[config.mk]
export PLATFORM = sky130hd
export DESIGN_NAME = rosb_bank
export DESIGN_NICKNAME = d
export VERILOG_FILES = /design/src/verilog/rosb_pkg.sv /design/src/verilog/rosb_route_if.sv /design/src/verilog/rosb_route.sv /design/src/verilog/rosb_bank.sv
export SDC_FILE = /design/constraint.sdc
export NUM_CORES = 1
export LEC_CHECK = 0
export BUFFER_PORTS_ARGS = -buffer_cell sky130_fd_sc_hd__buf_2
export CORE_ASPECT_RATIO = 1.1
export CORE_UTILIZATION = 55
export DETAILED_ROUTE_END_ITERATION = 12
export PLACE_DENSITY = 0.77
export RECOVER_POWER = 100
export SYNTH_ARGS = -nofsm -noshare
export SYNTH_HDL_FRONTEND = slang
export SYNTH_SLANG_ARGS = --single-unit
[constraint.sdc]
create_clock -name pclk -period 3.9 [get_ports pclk]
set_input_delay 0.39 -clock pclk [delete_from_list [all_inputs] [get_ports pclk]]
set_output_delay 0.39 -clock pclk [all_outputs]
set_load 0.005 [all_outputs]
[src/verilog/rosb_pkg.sv]
/*
 * Shared constants for the remappable output select bank: register offsets,
 * field positions, reset values and the pin numbering of the bank.
 * Assumes an APB bus with 32-bit data and byte addresses.
 */
package rosb_pkg;

    // ****************************************************************
    // Bank geometry
    // ****************************************************************
    localparam int ROSB_NUM_REGS = 8;        // Select registers in the bank.
    localparam int ROSB_NUM_PINS = 16;       // Two pins per register.
    localparam int ROSB_FIRST_PIN = 46;      // Pin number of the lowest pin.
    localparam int ROSB_SEL_W = 6;           // Width of one selector field.
    localparam int ROSB_ADDR_W = 12;         // Decoded APB address bits.

    // ****************************************************************
    // Register offsets (byte addresses, one aligned word each)
    // ****************************************************************
    localparam logic [11:0] ROSB_OFS_PINS_46_47 = 12'h000;
    localparam logic [11:0] ROSB_OFS_PINS_60_61 = 12'h01C;
    localparam logic [11:0] ROSB_OFS_STRIDE = 12'h004;

    // ****************************************************************
    // Field layout inside a select register
    // ****************************************************************
    localparam int ROSB_ODD_LSB = 8;         // Odd pin field, bits 13 to 8.
    localparam int ROSB_EVEN_LSB = 0;        // Even pin field, bits 5 to 0.
    localparam logic [5:0] ROSB_SEL_RESET = 6'h00;
    localparam logic [5:0] ROSB_SEL_NONE = 6'h00;

    // Mask of the bits that exist in a select register.
    localparam logic [31:0] ROSB_IMPL_MASK = 32'h0000_3F3F;

    // Packed set of selectors, one per pin, pin 46 at index 0.
    typedef logic [15:0][5:0] rosb_sel_t;

endpackage

[src/verilog/rosb_route_if.sv]
/*
 * Carrier between the register bank and the routing matrix.
 * Assumes both ends run on the same clock; the matrix is combinational.
 */
`timescale 1ns/1ps
interface rosb_route_if
    import rosb_pkg::*;
#(
    parameter int NUM_FUNC = 64
);
    rosb_sel_t sel;                     // Selector per pin.
    logic [NUM_FUNC-1:0] periph;        // Peripheral output functions.
    logic [15:0] routed;                // Level chosen for each pin.
    logic [15:0] active;                // High where a function owns the pin.

    // The bank supplies selectors and functions and reads the result.
    modport bank
    (
        output sel,
        output periph,
        input routed,
        input active
    );

    // The matrix turns selectors into pin levels.
    modport matrix
    (
        input sel,
        input periph,
        output routed,
        output active
    );
endinterface

[src/verilog/rosb_route.sv]
/*
 * Routing matrix: one multiplexer per remappable pin.
 * Assumes function code 0 means no function and that codes at or above
 * NUM_FUNC are unused and route nothing.
 */
`timescale 1ns/1ps
module rosb_route
    import rosb_pkg::*;
#(
    parameter int NUM_FUNC = 64
)
(
    rosb_route_if.matrix rt
);

    // ****************************************************************
    // Per-pin multiplexers
    // ****************************************************************
    genvar gp;
    generate
        for (gp = 0; gp < ROSB_NUM_PINS; gp = gp + 1)
        begin : g_pin
            // A zero code leaves the pin to its port logic; a code past the
            // last function is treated the same so no x leaks to the pad.
            always_comb
            begin
                if (rt.sel[gp] == ROSB_SEL_NONE || int'(rt.sel[gp]) >= NUM_FUNC)
                begin
                    rt.routed[gp] = 1'b0;
                    rt.active[gp] = 1'b0;
                end
                else
                begin
                    rt.routed[gp] = rt.periph[rt.sel[gp]];
                    rt.active[gp] = 1'b1;
                end
            end
        end
    endgenerate

endmodule

[src/verilog/rosb_bank.sv]
/*
 * Remappable output select bank: eight APB select registers that pick the
 * peripheral output function driving each of sixteen pins, 46 to 61.
 * Assumes an APB master on pclk and peripheral outputs on the same clock.
 */
// Overview of operation
// RULE_01: Bits 13:8 select the odd pin's function.
// RULE_02: Bits 5:0 select the even pin's function.
// RULE_03: Bits 15:14 read zero, writes ignored.
// RULE_04: Bits 7:6 read zero, writes ignored.
// RULE_05: Selectors are read/write and reset to zero.
// RULE_06: Registers cover pins 46..61 in ascending pairs.
// RULE_07: Code zero routes nothing; others route function.
`timescale 1ns/1ps
module rosb_bank
    import rosb_pkg::*;
#(
    parameter int NUM_FUNC = 64
)
(
    input wire logic pclk,
    input wire logic presetn,
    input wire logic psel,
    input wire logic penable,
    input wire logic pwrite,
    input wire logic [31:0] paddr,
    input wire logic [31:0] pwdata,
    input wire logic [3:0] pstrb,
    output logic [31:0] prdata,
    output logic pready,
    output logic pslverr,
    input wire logic [NUM_FUNC-1:0] periph_out,
    output logic [15:0] remap_pin_out,
    output logic [15:0] remap_pin_en
);

    // ****************************************************************
    // Elaboration checks
    // ****************************************************************
    // A six-bit code cannot name more than 64 functions, and code 0 is
    // reserved, so at least two are needed for anything to be routable.
    if (NUM_FUNC < 2 || NUM_FUNC > 64)
    begin : g_bad_num_func
        $error("NUM_FUNC must lie between 2 and 64");
    end

    // Two pins share each register; if the package geometry ever drifts
    // the pair indexing would run past the selector array.
    if (ROSB_NUM_PINS != 2 * ROSB_NUM_REGS)
    begin : g_bad_geometry
        $error("pin count must be twice the register count");
    end

    // Limitation: routing is registered, so a pin follows a new selector
    // or a peripheral edge one clock late. That lag buys pad drivers that
    // come straight from flops and never glitch while a selector changes.
    // Codes at or above NUM_FUNC act as code zero, so a stale or wrong
    // code can never leave an unknown level on a pad.

    // ****************************************************************
    // State
    // ****************************************************************
    typedef struct packed
    {
        rosb_sel_t sel;          // Selector per pin, pin 46 at index 0.
        logic [31:0] rdata;      // Read data for the current transfer.
        logic ready;             // Access phase may complete.
        logic err;               // Current transfer hit no register.
        logic [15:0] pin_out;    // Registered pin levels.
        logic [15:0] pin_en;     // Registered pin ownership.
    } rosb_state_t;

    rosb_state_t state_reg;      // Current state.
    rosb_state_t state_next;     // Next state.

    // Carrier between the registers and the routing matrix.
    rosb_route_if #(.NUM_FUNC(NUM_FUNC)) route ();

    // ****************************************************************
    // Address decode
    // ****************************************************************
    // Returns the register index, or ROSB_NUM_REGS when nothing matches.
    function automatic logic [3:0] reg_index(input logic [31:0] addr);
        logic [3:0] idx;
        idx = 4'(ROSB_NUM_REGS);
        if (addr[31:ROSB_ADDR_W] == '0 && addr[1:0] == 2'b00
            && addr[11:0] >= ROSB_OFS_PINS_46_47
            && addr[11:0] <= ROSB_OFS_PINS_60_61)
        begin
            idx = 4'((addr[11:0] - ROSB_OFS_PINS_46_47) >> 2);
        end
        return idx;
    endfunction

    // Builds the read word of one register; absent bits stay zero.
    function automatic logic [31:0] reg_word(input rosb_sel_t s, input logic [3:0] idx);
        logic [31:0] w;
        w = 32'h0000_0000;
        w[ROSB_EVEN_LSB +: ROSB_SEL_W] = s[2 * idx];          // RULE_02
        w[ROSB_ODD_LSB +: ROSB_SEL_W] = s[2 * idx + 1];       // RULE_01
        return w & ROSB_IMPL_MASK;                            // RULE_03 RULE_04
    endfunction

    logic [3:0] cur_idx;         // Index decoded from the current address.
    logic cur_hit;               // The address names a register.
    logic access_done;           // Access phase completes at this edge.

    assign cur_idx = reg_index(paddr);
    assign cur_hit = (cur_idx < 4'(ROSB_NUM_REGS));
    assign access_done = psel && penable && state_reg.ready;

    // The matrix sees the live selectors and the live function outputs.
    assign route.sel = state_reg.sel;
    assign route.periph = periph_out;

    rosb_route #(.NUM_FUNC(NUM_FUNC)) u_route
    (
        .rt(route)
    );

    // ****************************************************************
    // Next-state logic
    // ****************************************************************
    // The setup cycle latches read data and the error flag, so the access
    // phase finishes with no wait state and every bus output is a flop.
    always_comb
    begin
        state_next = state_reg;
        state_next.pin_out = route.routed;                    // RULE_07
        state_next.pin_en = route.active;                     // RULE_07
        if (psel && !penable)
        begin
            state_next.ready = 1'b1;
            state_next.err = !cur_hit;
            if (cur_hit && !pwrite)
            begin
                state_next.rdata = reg_word(state_reg.sel, cur_idx);  // RULE_06
            end
            else
            begin
                state_next.rdata = 32'h0000_0000;
            end
        end
        else if (access_done)
        begin
            // The transfer ends here; drop the answer until the next setup.
            state_next.ready = 1'b0;
            state_next.err = 1'b0;
            state_next.rdata = 32'h0000_0000;
            if (pwrite && cur_hit)
            begin
                // Lane 0 holds the even field, lane 1 the odd field; the
                // two top bits of each lane are not stored.
                if (pstrb[0])
                begin
                    state_next.sel[2 * cur_idx] = pwdata[ROSB_EVEN_LSB +: ROSB_SEL_W]; // RULE_02 RULE_04
                end
                if (pstrb[1])
                begin
                    state_next.sel[2 * cur_idx + 1] = pwdata[ROSB_ODD_LSB +: ROSB_SEL_W]; // RULE_01 RULE_03
                end
            end
        end
        else
        begin
            // Idle bus or a stray access: no answer is pending.
            state_next.ready = 1'b0;
            state_next.err = 1'b0;
        end
    end

    // ****************************************************************
    // State register
    // ****************************************************************
    // Every selector clears on reset, so all pins start unrouted.
    always_ff @(posedge pclk or negedge presetn)
    begin
        if (!presetn)
        begin
            state_reg <= '0;                                  // RULE_05
        end
        else
        begin
            state_reg <= state_next;
        end
    end

    // Every bus and pin output comes straight from the state register.
    assign prdata = state_reg.rdata;
    assign pready = state_reg.ready;
    assign pslverr = state_reg.err;
    assign remap_pin_out = state_reg.pin_out;
    assign remap_pin_en = state_reg.pin_en;
endmodule

==> reports/metrics.yaml <==
global_route:
  first_global_vias: 12288
  grt_overflow: 0
  antenna_found_initial: 1
  grt_max_degree: 76
  grtUsageTotal: 0.405
  grt_pass1_wl_um: 82000
clock_tree:
  clkSinkCount: 142
  htreeDepth: 4
  postCtsSetupBuffers: 0
  clkTransAtPathRegs_ps: 80
  cts_tree: "built"
  cts_buffers: 17
  ctsResizeCount: 0
  clock_latency_ps: 460
  cts-root-buf: "clkbuf_16"
  holdBufCountCts: 1
  clockBufferDepth: 2
routing:
  viasPerCell: 8.33
  drc: 0
  vias: 12938
  ant_nets: 0
  drt-total-wl_um: 56700
  wl_met2_um: 26400
  wl_per_cell_um: 36.5
  m1WireLength_um: 17300
  first_pass_iters: 6
  wl_met3_um: 8790
  top_layer_used: "met4"
  drt_iter0_drc: 2645
die:
  core_area_um2: 27100
  io_pins: 203
  die_area_um2: 28400
  rows: 63
  die_w_um: 161
  start_util: 0.562
  die_y_um: 177
placement:
  numPortBuffers: 160
  gp_congestion: 1.05
  dp_hpwl_um: 36000
  dpl-instance-area_um2: 15700
  pre_cts_ws_ps: 1110
  placed_cells: 1520
sta:
  drv_slew: 82
  period_minus_slack_ps: 3160
  setup_tns_ps: 0
  maxSlewHeadroom: -0.311
  worstMarginPinSlew_ps: 1970
  setup_viol: 0
  fin_crit_sh: 0.811
  fmax_ghz: 0.316
  hold_ws_ps: 201
  setup_ws_ps: 736
  fin_skew_ps: 29.7
  rsz0062_at_grt: "false"
  hold_viol_final: 0
synth:
  yosysUniqueCellTypes: 53
  synthFlopType: "dfrtp_1"
  syn-instance-count: 1160
  syn_avg_cell_area_um2: 13.1
  synth-seq-cells: 142
  synth_edf_count: 0
  yosysWarnings: 0
  synth_area_um2: 15200
  yosysSeqAreaShare: 0.233
  async_flop_share: 1.00
critical_path:
  crit_start: "paddr[20]"
  cp_common_cell: "nand4_1"
  critPathLaunchType: "input port"
  path_cells: "buf_2 > nor4_1 > nand4_1 > nor3_1 > clkbuf_1 > nand4_1 > mux2_1"
  critical_path.max_fanout: 7
  r2r_start: "route.sel[48]$_DFFE_PN0P_"
  slowest_delay_ps: 1280
  slowest_stage: "nor3_1"
  path_class: "input port to flop"
  crit_path_end_kind: "flop"
  critPathRequiredTime_ps: 4230
  worst_ep_arrival_time_ps: 3490
layout:
  mostFrequentLayoutCell: "mux4_2"
  final_area_um2: 16000
  diodes: 0
  drive_gt1_frac: 0.472
  final_cell_mix: "mux4_2 (279), dfrtp_1 (142), buf_2 (131), mux2_2 (115), mux2i_1 (83)"
  utilization: 0.592
  post_layout_nonfiller_instances: 1553
  syn_to_final_growth_pct: 5.23
  nNetsFinal: 1320
power_and_ir_drop:
  ir_worst_vdd_v: 0.000261
  power.total_mw: 3.85
  power_density_nw_per_um2: 240
  p_leak_nw: 5.91
worst_hold_path:
  hold_path.startpoint: "penable"
  hold_class: "input port to flop"
status:
  status: "finished with violations"
  violations: "capacitance limit, slew limit"
job:
  maxCapViolCount: 2
worst paths after layout:
kind | endpoint | slack, ps | cells past startpoint
max in group asynchronous | route.sel[90]$_DFFE_PN0P_ | 920 | 3
setup reg to reg | remap_pin_out[8]$_DFF_PN0_ | 760 | 5
hold / removal | pready$_DFF_PN0_ | 200 | 2
setup / recovery | route.sel[20]$_DFFE_PN0P_ | 740 | 7
hold reg to reg | prdata[4]$_DFFE_PN0P_ | 480 | 2
min in group asynchronous | route.sel[87]$_DFFE_PN0P_ | 1000 | 2
critical path, delay by kind of cell:
| family | cells | cell delay [ps] |
|---|---|---|
| muxes | 1 | 500 |
| and+or+nand+nor | 4 | 2190 |
| buffers and inverters | 2 | 420 |
Yosys cell counts, drive strengths merged, types with 12 or more instances:
| library cell | count | share of area |
|---|---|---|
| clkbuf | 115 | 0.031 |
| mux2i | 83 | 0.054 |
| buf | 76 | 0.037 |
| nor2 | 29 | 0.0071 |
| a311oi | 15 | 0.0086 |
| nand3b | 15 | 0.0074 |
| nand3 | 35 | 0.018 |
| o21ai | 31 | 0.010 |
| a21oi | 12 | 0.0039 |
| mux4 | 285 | 0.42 |
| mux2 | 116 | 0.086 |
| nand4 | 12 | 0.0069 |
| nor4 | 19 | 0.0078 |
| inv | 19 | 0.0047 |
| nand2 | 58 | 0.014 |
| dfrtp | 142 | 0.23 |
metal layers:
metal,vias to the layer above,track usage
li1,4774,-
met1,6343,0.501
met2,1470,0.644
met3,351,0.121
met4,0,0.218
met5,-,0
layout make-up:
cell class | count | area [um^2]
sequential | 142 | 3550
clock inverter | 15 | 181
inverter | 19 | 71.3
fill | 2183 | 11100
clock buffer | 17 | 425
tap | 357 | 447
multi-input combinational | 827 | 10500
timing repair buffer | 176 | 855
kinds of logic after synthesis:
group / share of synthesized area
AO/OA/AOI/OAI: 0.0500
buffers and inverters: 0.0727
flip-flops: 0.233
multiplexers: 0.563
other: 0.000246
AND/OR/NAND/NOR: 0.0812
state kept, by name, summed over array words and instances (netlist names):
name and cells:
prdata 12, pready 1, route.sel 96, remap_pin_out 16, pslverr 1, remap_pin_en 16
power breakdown:
part           switching, mW  leakage, nW  total (mW)  internal (mW)
logic                  0.382         3.63       0.641          0.259
clock network          0.860        0.296        1.73          0.873
registers           0.000510         1.98        1.47           1.47
No activity file was read; power rests on OpenSTA's default activity.
